[config.mk]
export PLATFORM = sky130hd
export DESIGN_NAME = ssf_framer
export DESIGN_NICKNAME = d
export VERILOG_FILES = /design/src/hw/ssf_pkg.sv /design/src/hw/ssf_tick_gen.sv /design/src/hw/ssf_sync_port.sv /design/src/hw/ssf_framer.sv
export SDC_FILE = /design/constraint.sdc
export NUM_CORES = 1
export LEC_CHECK = 0
export ABC_CLOCK_PERIOD_IN_PS = 4600
export BUFFER_PORTS_ARGS = -buffer_cell sky130_fd_sc_hd__buf_2
export CORE_MARGIN = 1
export CORE_UTILIZATION = 45
export DETAILED_ROUTE_END_ITERATION = 7
export PLACE_DENSITY = 0.68
export SLEW_MARGIN = 20
export SYNTH_ARGS = -nofsm -noshare
export SYNTH_HDL_FRONTEND = slang
export SYNTH_SLANG_ARGS = --single-unit
[constraint.sdc]
create_clock -name MCLK -period 4.6 [get_ports MCLK]
set_input_delay 0.23 -clock MCLK [delete_from_list [all_inputs] [get_ports MCLK]]
set_output_delay 0.23 -clock MCLK [all_outputs]
set_load 0.1 [all_outputs]
[src/hw/ssf_pkg.sv]
// shared constants, types and helpers for the serial framer
`default_nettype none
package ssf_pkg;
	localparam int CLK_HZ = 100_000_000;
	// sub-unit ticks per unit time, so fractional stop lengths land on whole ticks
	localparam int OVS = 100;
	localparam logic [7:0] UNIT_LAST = 8'h63;
	localparam logic [7:0] HALF_LAST = 8'h31;
	localparam logic [7:0] UNIT_TK = 8'h64;
	localparam logic [7:0] STOP_142 = 8'h8E;
	localparam logic [7:0] STOP_150 = 8'h96;
	localparam logic [7:0] STOP_200 = 8'hC8;
	localparam logic [1:0] STOP_SEL_142 = 2'h0;
	localparam logic [1:0] STOP_SEL_150 = 2'h1;
	localparam logic [3:0] BITS_5 = 4'h5;
	localparam logic [3:0] BITS_7P = 4'h8;
	localparam logic [2:0] SY_BIT_LAST = 3'h7;
	// fixed sync character, wired in at build time (data then parity, lsb first)
	localparam logic [7:0] SYNC_PAT = 8'h96;
	localparam logic PAR_ODD = 1'b0;
	localparam logic MARK = 1'b1;
	localparam logic SPACE = 1'b0;

	typedef enum logic {SSF_FMT5 = 1'b0, SSF_FMT7P = 1'b1} ssf_fmt_t;

	typedef struct packed {
		ssf_fmt_t fmt;
		logic [1:0] stop_sel;
	} ssf_cfg_t;

	typedef struct packed {
		logic [6:0] data;
		logic perr;
		logic ferr;
	} ssf_char_t;

	function automatic logic ssf_parity(input logic [6:0] d);
		return (^d) ^ PAR_ODD;
	endfunction : ssf_parity

	function automatic logic [7:0] ssf_stop_ticks(input logic [1:0] sel);
		return (sel == STOP_SEL_142) ? STOP_142 : (sel == STOP_SEL_150) ? STOP_150 : STOP_200;
	endfunction : ssf_stop_ticks

	function automatic logic [3:0] ssf_nbits(input ssf_fmt_t f);
		return (f == SSF_FMT7P) ? BITS_7P : BITS_5;
	endfunction : ssf_nbits

	// whole character in sub-unit ticks: start + data/parity + stop
	function automatic logic [11:0] ssf_char_ticks(input ssf_cfg_t c);
		return 12'(UNIT_TK) + 12'(ssf_nbits(c.fmt)) * 12'(UNIT_TK) + 12'(ssf_stop_ticks(c.stop_sel));
	endfunction : ssf_char_ticks
endpackage : ssf_pkg
`default_nettype wire

[src/hw/ssf_tick_gen.sv]
// restartable divider giving one-cycle sub-unit tick enables
`timescale 1ns/1ps
`default_nettype none
module ssf_tick_gen #(
	parameter int DIV = 1
) (
	// clock and reset
	input wire logic clk,
	input wire logic rst,
	// phase restart and tick enable
	input wire logic clr,
	output logic tick
);
	localparam int W = $clog2(DIV + 1);
	localparam logic [W-1:0] LAST = W'(DIV - 1);
	// restart so the first tick lands DIV cycles after clr: the start element stays one unit long
	localparam logic [W-1:0] RESTART = W'(1 % DIV);
	localparam logic FIRST = (DIV == 1);

	logic [W-1:0] cnt_ff;
	wire logic at_last = (cnt_ff == LAST);

	always_ff @(posedge clk or posedge rst)
	begin
		if (rst)
		begin
			cnt_ff <= '0;
			tick <= 1'b0;
		end
		else if (clr)
		begin
			cnt_ff <= RESTART;
			tick <= FIRST;
		end
		else
		begin
			cnt_ff <= at_last ? '0 : W'(cnt_ff + 1'b1);
			tick <= at_last;
		end
	end
endmodule : ssf_tick_gen
`default_nettype wire

[src/hw/ssf_sync_port.sv]
// synchronous character port: sync hunt, lock, deframing and sync-filled transmit
`timescale 1ns/1ps
`default_nettype none
module ssf_sync_port (
	// clock and reset
	input wire logic clk,
	input wire logic rst,
	// line bit timing and data
	input wire logic bit_en,
	input wire logic rx_bit,
	input wire logic hunt,
	output logic tx_bit,
	// character side
	input wire logic tx_valid,
	input wire logic [6:0] tx_data,
	output logic tx_take,
	output logic locked,
	output logic rx_valid,
	output ssf_pkg::ssf_char_t rx_char
);
	logic [7:0] sh_ff;
	logic [2:0] cnt_ff;
	logic [7:0] tsh_ff;
	logic [2:0] tcnt_ff;

	// ********************
	// receive
	// ********************
	wire logic [7:0] win = {rx_bit, sh_ff[7:1]};
	wire logic is_sync = (win == ssf_pkg::SYNC_PAT); // RULE8
	wire logic char_end = locked && (cnt_ff == ssf_pkg::SY_BIT_LAST);

	always_ff @(posedge clk or posedge rst)
	begin
		if (rst)
		begin
			sh_ff <= 8'h00;
			cnt_ff <= 3'h0;
			locked <= 1'b0;
			rx_valid <= 1'b0;
			rx_char <= '0;
		end
		else
		begin
			rx_valid <= 1'b0;
			if (hunt)
				locked <= 1'b0;
			else if (bit_en)
			begin
				sh_ff <= win; // RULE9
				// filler sync characters between data are swallowed once locked
				if (!locked && is_sync)
				begin
					locked <= 1'b1; // RULE10
					cnt_ff <= 3'h0;
				end
				else if (char_end)
				begin
					cnt_ff <= 3'h0;
					rx_valid <= !is_sync; // RULE11
					rx_char <= '{data: win[6:0], perr: ssf_pkg::ssf_parity(win[6:0]) != win[7], ferr: 1'b0};
				end
				else if (locked)
					cnt_ff <= 3'(cnt_ff + 3'h1);
			end
		end
	end

	// ********************
	// transmit
	// ********************
	// idle time is filled with sync characters so the far end can lock at any point
	always_ff @(posedge clk or posedge rst)
	begin
		if (rst)
		begin
			tsh_ff <= ssf_pkg::SYNC_PAT;
			tcnt_ff <= 3'h0;
			tx_bit <= ssf_pkg::MARK;
			tx_take <= 1'b0;
		end
		else
		begin
			tx_take <= 1'b0;
			if (bit_en)
			begin
				tx_bit <= tsh_ff[0];
				if (tcnt_ff == ssf_pkg::SY_BIT_LAST)
				begin
					tcnt_ff <= 3'h0;
					tsh_ff <= tx_valid ? {ssf_pkg::ssf_parity(tx_data), tx_data} : ssf_pkg::SYNC_PAT; // RULE13
					tx_take <= tx_valid;
				end
				else
				begin
					tcnt_ff <= 3'(tcnt_ff + 3'h1);
					tsh_ff <= {1'b0, tsh_ff[7:1]};
				end
			end
		end
	end
endmodule : ssf_sync_port
`default_nettype wire

[src/hw/ssf_framer.sv]
// start-stop, synchronous and strobed parallel character framer
// What this block does
// RULE1: line rests at mark between characters; transmitter holds mark when idle.
// RULE2: every async character starts with one space start element.
// RULE3: stop interval at mark lasts at least configured length, until next character.
// RULE4: receiver takes exactly the configured bits after start, then rests.
// RULE5: start element sets unit time; each data and parity bit lasts one unit.
// RULE6: stop of 1.42, 1.5 or 2 units; formats 5 data or 7+parity.
// RULE7: character period equals start+data+parity+stop units: 7.42, 10.50, 11.00.
// RULE8: synchronous receiver uses a fixed build-time sync pattern for alignment.
// RULE9: before lock, compare stream against sync pattern at every bit position.
// RULE10: on match, lock and split later bits on that boundary.
// RULE11: works with continuous sync filler or preamble-only sync characters.
// RULE12: lock is offered as a ready indication for a return circuit.
// RULE13: synchronous characters are data bits plus parity, no start or stop.
// RULE14: parallel leads are captured together only on the strobe.
// RULE15: async receiver samples each bit at unit centre counted from start edge.
`timescale 1ns/1ps
`default_nettype none
module ssf_framer #(
	parameter int BIT_RATE = 110
) (
	// clock and reset
	input wire logic MCLK,
	input wire logic RST,
	// async format
	input wire ssf_pkg::ssf_cfg_t CFG,
	// async transmit
	input wire logic TX_VALID,
	input wire logic [6:0] TX_DATA,
	output logic TX_READY,
	output logic TX_LINE,
	// async receive
	input wire logic RX_LINE,
	output logic RX_VALID,
	output ssf_pkg::ssf_char_t RX_CHAR,
	// synchronous line
	input wire logic SY_BIT_EN,
	input wire logic SY_RX_BIT,
	input wire logic SY_HUNT,
	output logic SY_TX_BIT,
	output logic SY_LOCKED,
	// synchronous characters
	input wire logic SY_TX_VALID,
	input wire logic [6:0] SY_TX_DATA,
	output logic SY_TX_TAKEN,
	output logic SY_RX_VALID,
	output ssf_pkg::ssf_char_t SY_RX_CHAR,
	// strobed parallel receive
	input wire logic PAR_STB,
	input wire logic [6:0] PAR_LEADS,
	output logic PAR_VALID,
	output logic [6:0] PAR_DATA
);
	localparam int TICK_RAW = ssf_pkg::CLK_HZ / (BIT_RATE * ssf_pkg::OVS);
	localparam int TICK_DIV = (TICK_RAW > 0) ? TICK_RAW : 1;

	typedef enum logic [3:0] {
		ST_IDLE = 4'b0001,
		ST_START = 4'b0010,
		ST_DATA = 4'b0100,
		ST_STOP = 4'b1000
	} ssf_state_t;

	// ********************
	// async transmit
	// ********************
	ssf_state_t tx_state_ff, nxt_tx_state;
	logic [7:0] tx_tk_ff, nxt_tx_tk;
	logic [3:0] tx_bit_ff, nxt_tx_bit;
	logic [7:0] tx_sh_ff, nxt_tx_sh;
	logic nxt_tx_line;
	logic nxt_tx_ready;
	ssf_pkg::ssf_cfg_t tx_cfg_ff, nxt_tx_cfg;
	logic tx_tick;

	wire logic tx_take = TX_VALID && TX_READY;
	wire logic [7:0] tx_word = (CFG.fmt == ssf_pkg::SSF_FMT7P) ?
		{ssf_pkg::ssf_parity(TX_DATA), TX_DATA} : {3'h0, TX_DATA[4:0]};
	wire logic [7:0] tx_stop_last = 8'(ssf_pkg::ssf_stop_ticks(tx_cfg_ff.stop_sel) - 8'h01);
	wire logic [3:0] tx_bit_last = 4'(ssf_pkg::ssf_nbits(tx_cfg_ff.fmt) - 4'h1);
	wire logic tx_unit_end = tx_tick && (tx_tk_ff == ssf_pkg::UNIT_LAST);

	// restarted at each accept so the start element is a whole unit
	ssf_tick_gen #(.DIV(TICK_DIV)) u_tx_tick (
		.clk(MCLK),
		.rst(RST),
		.clr(tx_take),
		.tick(tx_tick)
	);

	always_comb
	begin
		nxt_tx_state = tx_state_ff;
		nxt_tx_tk = tx_tk_ff;
		nxt_tx_bit = tx_bit_ff;
		nxt_tx_sh = tx_sh_ff;
		nxt_tx_line = TX_LINE;
		nxt_tx_ready = TX_READY;
		nxt_tx_cfg = tx_cfg_ff;
		unique case (tx_state_ff)
			ST_IDLE:
			begin
				nxt_tx_line = ssf_pkg::MARK; // RULE1
				if (tx_take)
				begin
					nxt_tx_state = ST_START;
					nxt_tx_line = ssf_pkg::SPACE; // RULE2
					nxt_tx_tk = 8'h00;
					nxt_tx_bit = 4'h0;
					nxt_tx_sh = tx_word;
					nxt_tx_cfg = CFG; // RULE6
					nxt_tx_ready = 1'b0;
				end
			end
			ST_START:
			begin
				if (tx_unit_end)
				begin
					nxt_tx_state = ST_DATA;
					nxt_tx_tk = 8'h00;
					nxt_tx_line = tx_sh_ff[0];
					nxt_tx_sh = {1'b0, tx_sh_ff[7:1]};
				end
				else if (tx_tick)
					nxt_tx_tk = 8'(tx_tk_ff + 8'h01);
			end
			ST_DATA:
			begin
				if (tx_unit_end) // RULE5
				begin
					nxt_tx_tk = 8'h00;
					if (tx_bit_ff == tx_bit_last)
					begin
						nxt_tx_state = ST_STOP;
						nxt_tx_line = ssf_pkg::MARK; // RULE3
					end
					else
					begin
						nxt_tx_bit = 4'(tx_bit_ff + 4'h1);
						nxt_tx_line = tx_sh_ff[0];
						nxt_tx_sh = {1'b0, tx_sh_ff[7:1]};
					end
				end
				else if (tx_tick)
					nxt_tx_tk = 8'(tx_tk_ff + 8'h01);
			end
			ST_STOP:
			begin
				// stop keeps going in idle at mark until the next character
				if (tx_tick && (tx_tk_ff == tx_stop_last)) // RULE7
				begin
					nxt_tx_state = ST_IDLE;
					nxt_tx_ready = 1'b1;
				end
				else if (tx_tick)
					nxt_tx_tk = 8'(tx_tk_ff + 8'h01);
			end
		endcase
	end

	always_ff @(posedge MCLK or posedge RST)
	begin
		if (RST)
		begin
			tx_state_ff <= ST_IDLE;
			tx_tk_ff <= 8'h00;
			tx_bit_ff <= 4'h0;
			tx_sh_ff <= 8'h00;
			tx_cfg_ff <= '0;
			TX_LINE <= ssf_pkg::MARK;
			TX_READY <= 1'b1;
		end
		else
		begin
			tx_state_ff <= nxt_tx_state;
			tx_tk_ff <= nxt_tx_tk;
			tx_bit_ff <= nxt_tx_bit;
			tx_sh_ff <= nxt_tx_sh;
			tx_cfg_ff <= nxt_tx_cfg;
			TX_LINE <= nxt_tx_line;
			TX_READY <= nxt_tx_ready;
		end
	end

	// ********************
	// async receive
	// ********************
	ssf_state_t rx_state_ff;
	logic [7:0] rx_tk_ff;
	logic [3:0] rx_bit_ff;
	logic [7:0] rx_sh_ff;
	logic rx_prev_ff;
	ssf_pkg::ssf_fmt_t rx_fmt_ff;
	logic rx_tick;

	wire logic rx_edge = (rx_state_ff == ST_IDLE) && rx_prev_ff && !RX_LINE;
	wire logic rx_half = rx_tick && (rx_tk_ff == ssf_pkg::HALF_LAST);
	wire logic rx_unit = rx_tick && (rx_tk_ff == ssf_pkg::UNIT_LAST);
	wire logic [3:0] rx_bit_last = 4'(ssf_pkg::ssf_nbits(rx_fmt_ff) - 4'h1);
	wire logic rx_is7 = (rx_fmt_ff == ssf_pkg::SSF_FMT7P);
	wire logic [6:0] rx_data = rx_is7 ? rx_sh_ff[6:0] : {2'h0, rx_sh_ff[7:3]};
	wire logic rx_perr = rx_is7 && (ssf_pkg::ssf_parity(rx_sh_ff[6:0]) != rx_sh_ff[7]);
	wire logic [7:0] rx_tk_inc = rx_tick ? 8'(rx_tk_ff + 8'h01) : rx_tk_ff;

	// divider phase taken from the start edge, not free running
	ssf_tick_gen #(.DIV(TICK_DIV)) u_rx_tick (
		.clk(MCLK),
		.rst(RST),
		.clr(rx_edge), // RULE15
		.tick(rx_tick)
	);

	always_ff @(posedge MCLK or posedge RST)
	begin
		if (RST)
		begin
			rx_state_ff <= ST_IDLE;
			rx_tk_ff <= 8'h00;
			rx_bit_ff <= 4'h0;
			rx_sh_ff <= 8'h00;
			rx_prev_ff <= ssf_pkg::MARK;
			rx_fmt_ff <= ssf_pkg::SSF_FMT5;
			RX_VALID <= 1'b0;
			RX_CHAR <= '0;
		end
		else
		begin
			rx_prev_ff <= RX_LINE;
			RX_VALID <= 1'b0;
			rx_tk_ff <= rx_tk_inc;
			unique case (rx_state_ff)
				ST_IDLE:
				begin
					rx_tk_ff <= 8'h00;
					if (rx_edge)
					begin
						rx_state_ff <= ST_START;
						rx_fmt_ff <= CFG.fmt;
					end
				end
				ST_START:
				begin
					// a glitch shorter than half a unit is not a start
					if (rx_half)
					begin
						rx_state_ff <= RX_LINE ? ST_IDLE : ST_DATA; // RULE15
						rx_tk_ff <= 8'h00;
						rx_bit_ff <= 4'h0;
					end
				end
				ST_DATA:
				begin
					if (rx_unit)
					begin
						rx_tk_ff <= 8'h00;
						rx_sh_ff <= {RX_LINE, rx_sh_ff[7:1]}; // RULE15
						rx_bit_ff <= 4'(rx_bit_ff + 4'h1);
						if (rx_bit_ff == rx_bit_last)
							rx_state_ff <= ST_STOP; // RULE4
					end
				end
				ST_STOP:
				begin
					if (rx_unit)
					begin
						rx_state_ff <= ST_IDLE; // RULE4
						RX_VALID <= 1'b1;
						RX_CHAR <= '{data: rx_data, perr: rx_perr, ferr: !RX_LINE};
					end
				end
			endcase
		end
	end

	// ********************
	// synchronous port
	// ********************
	ssf_sync_port u_sync (
		.clk(MCLK),
		.rst(RST),
		.bit_en(SY_BIT_EN),
		.rx_bit(SY_RX_BIT),
		.hunt(SY_HUNT),
		.tx_bit(SY_TX_BIT),
		.tx_valid(SY_TX_VALID),
		.tx_data(SY_TX_DATA),
		.tx_take(SY_TX_TAKEN),
		.locked(SY_LOCKED), // RULE12
		.rx_valid(SY_RX_VALID),
		.rx_char(SY_RX_CHAR)
	);

	// ********************
	// strobed parallel receive
	// ********************
	logic par_stb_ff;

	always_ff @(posedge MCLK or posedge RST)
	begin
		if (RST)
		begin
			par_stb_ff <= 1'b0;
			PAR_VALID <= 1'b0;
			PAR_DATA <= 7'h00;
		end
		else
		begin
			par_stb_ff <= PAR_STB;
			PAR_VALID <= PAR_STB && !par_stb_ff;
			if (PAR_STB && !par_stb_ff)
				PAR_DATA <= PAR_LEADS; // RULE14
		end
	end

	// ********************
	// checks
	// ********************
	logic [11:0] frm_tk_ff;

	always_ff @(posedge MCLK or posedge RST)
	begin
		if (RST)
			frm_tk_ff <= 12'h000;
		else if (tx_take)
			frm_tk_ff <= 12'h000;
		else if (tx_tick && (tx_state_ff != ST_IDLE))
			frm_tk_ff <= 12'(frm_tk_ff + 12'h001);
	end
endmodule : ssf_framer
`default_nettype wire

==> run summary <==
Max Clock Freq: 438 MHz
Switching Share: 24.7%
Post-synth ARST share: 100%
WP data arrival: 2580 ps
Num CTS Buffers: 17
Post-Syn Instances: 637
Clock sink count: 137
Clk_lat worst skew: 420 ps
Place WS: 2190 ps
Root buf cell: clkbuf_16
Min Hold Slack: -30.7 ps
Final Critical Period: 2280 ps
Critical path launch point: rx_state_ff[3]
Share of cells above drive strength 1: 20.9%
# rows: 44
Hold WC Path Type: primary input to asynchronous set/reset pin
IO Port Bufs: 64
Setup tns final: 0 ps
Final setup viols: 0
Largest net degree at the start of global routing: 91
Clock tree buffer depth: 2
Final slew viol count: 0
Syn avg cell area: 10.5 sq um
Synth Net Count: 686
Main synth FF type: dfrtp_1
VDD IR-drop max: 334 uV
Multi-input gate area: 3040 sq um
IO Pins: 66
Comb pwr share: 12.3%
Layout filler cell count: 1,272
Max_slew headroom: 40.0%
H-tree levels: 4
Power per cell area: 405 nW/um^2
Pint: 2370 uW
DR vias/cell: 5.42
Cell taking the most area after synthesis: dfrtp_1
Post-synthesis register bit count: 137
Setup crit end kind: register
Crit-path max FO: 11
Vias post-DR: 4,871
Mapped cell area: 6660 sq um
RSZ-0062 raised after global routing: false
Slowest stage delay, CP: 720 ps
Worst-path clk slew: 60 ps
Worst r2r src: rx_state_ff[3]
Crit-path slowest cell: nor4b_1
DIE HEIGHT: 124 um
Buf+Inv Stages, Crit Path: 0
Psw: 781 uW
Violated checks: negative hold slack
GR Util met2: 29.2%
Initial Utilization: 46.0%
EDFF count, synth: 0
Post-DP HPWL: 8.90 mm
TritonCTS clock tree: done
Initial antenna violation count: 0
Required time worst endpoint: 4900 ps
Grt total ovfl: 0
Routed WL per cell: 14.4 um
Worst-margin pin slew: 888 ps
Vias in the first global route: 4,686
Residual DRC: 0
Placer Congestion: 0.892
Yosys cell types: 57
GR Util met3: 4.99%
Synth top area share: 47.7%
Most common cell after layout, fill and taps aside: dfrtp_1
Max-Cap Viols: 0
M1 GR Usage: 24.0%
Most used routing layer: met2
Postcts setup bufs: 0
Commonest cells after routing, fill and taps aside: dfrtp_1 (127), nor2_1 (64), buf_2 (64)
1st-pass router iterations: 5
R2r setup slk: 2320 ps
Ys Warns: 0
Initial drt markers: 393
First-pass GRT wire length: 21.9 mm
Sequential-to-total area share from yosys stat: 51.6%
Die Width: 124 um
Clock power frac: 45.4%
Dpl cells: 865
Drt total wl: 13.0 mm
Synth-to-layout area growth: 16.8%
Hold Vio Cnt, Final: 42
Die ar.: 15,300 sq um
P_leak: 0.00359 uW
Post-Route Utilization: 53.8%
Seq pwr share: 42.3%
Crit path cell chain: nor4b_1 > and3_1 > mux2_2
Status: complete, but fails checks
Post-route ant nets: 0
Final #Nets: 752
# diodes: 0
CP Class: register to register
Startpoint types: register
Post-Layout Cell Count: 898
Reg area: 3440 sq um
Final WS setup: 2320 ps
GRT Util Overall: 18.3%
Fin crit share: 49.6%
Core Area: 14,500 sq um
Top post-synthesis cells by area: dfrtp_1 (48%), mux2_2 (6.1%), xnor2_1 (4.9%), dfstp_2 (3.9%), nor2_1 (3.6%)
Crit-path leading delay family: simple AND/OR/NAND/NOR gates
Clock skew: 9.85 ps
==> power groups by stage <==
stage	combinational (uW)	sequential, uW	clock [uW]
after floorplan	207	1450	0
after global placement	373	1350	0
after detailed placement	389	1360	0
after CTS	395	1340	1470
after global routing	424	1340	1520
final	388	1340	1430
==> Yosys cell counts (15+ instances only) <==
library cell and count:
nand2_1 63, xnor2_1 37, o21ai_0 38, xor2_1 24, a21oi_1 15, nand3_1 33
ha_1 16, mux2i_1 17, dfrtp_1 127, nor2_1 64, inv_1 21, mux2_2 36
==> layout make-up <==
cell class	instances	area share, %
Tap cell	184	2.96
Clock inverter	8	1.85
Clock buffer	22	6.09
Sequential cell	137	44.2
Inverter	21	1.08
Timing Repair Buffer	69	4.69
Multi-Input combinational cell	457	39.1
==> cell families after synthesis <==
group / Yosys count / synth area share (%)
buffers and inverters: 43 / 2.76
other: 1 / 0.0563
AND/OR/NAND/NOR: 244 / 18.5
AO/OA/AOI/OAI: 82 / 7.38
adder cells (fa/ha/maj): 16 / 3.00
XOR/XNOR: 61 / 8.02
flip-flops: 137 / 51.6
multiplexers: 53 / 8.64
==> per-layer routing <==
layer	vias up	share of wire, %
met5	-	0
met4	0	1.0
met3	13	4.3
met2	110	48
met1	2383	46
li1	2365	-
==> flip-flops by register name, summed over array words and instances, names as in the netlist, 7 cells and up <==
signal	count
tx_tk_ff	8
rx_tk_ff	8
RX_CHAR	9
rx_sh_ff	8
u_sync.rx_char	8
u_sync.sh_ff	7
u_tx_tick.cnt_ff	14
u_rx_tick.cnt_ff	14
tx_sh_ff	8
u_sync.tsh_ff	8
PAR_DATA	7
==> stage by stage <==
stage,hold WS (ps),power [uW],area [sq um]
final,-30.7,3150,7780
after global routing,12.9,3290,7780
after CTS,2.36,3200,7780
after detailed placement,350,1750,7130
after global placement,351,1720,7130
after floorplan,234,1660,6660
==> what timing repair did <==
item,in CTS,in global routing
hold endpoints to repair,3,0
hold buffers,3,0
endpoints found under the setup margin,0,0
resized for setup,0,0
==> path summary, 6_finish.rpt <==
| path | depth (start not counted) | to |
|---|---|---|
| setup / recovery | 3 | rx_sh_ff[2] |
| hold / removal | 2 | PAR_DATA[5] |
| setup reg to reg | 3 | rx_sh_ff[2] |
| hold reg to reg | 2 | u_sync.tsh_ff[2] |
| max in group asynchronous | 3 | u_sync.tsh_ff[6] |
| min in group MCLK | 2 | u_tx_tick.tick |
No activity file was read; power rests on OpenSTA's default activity.
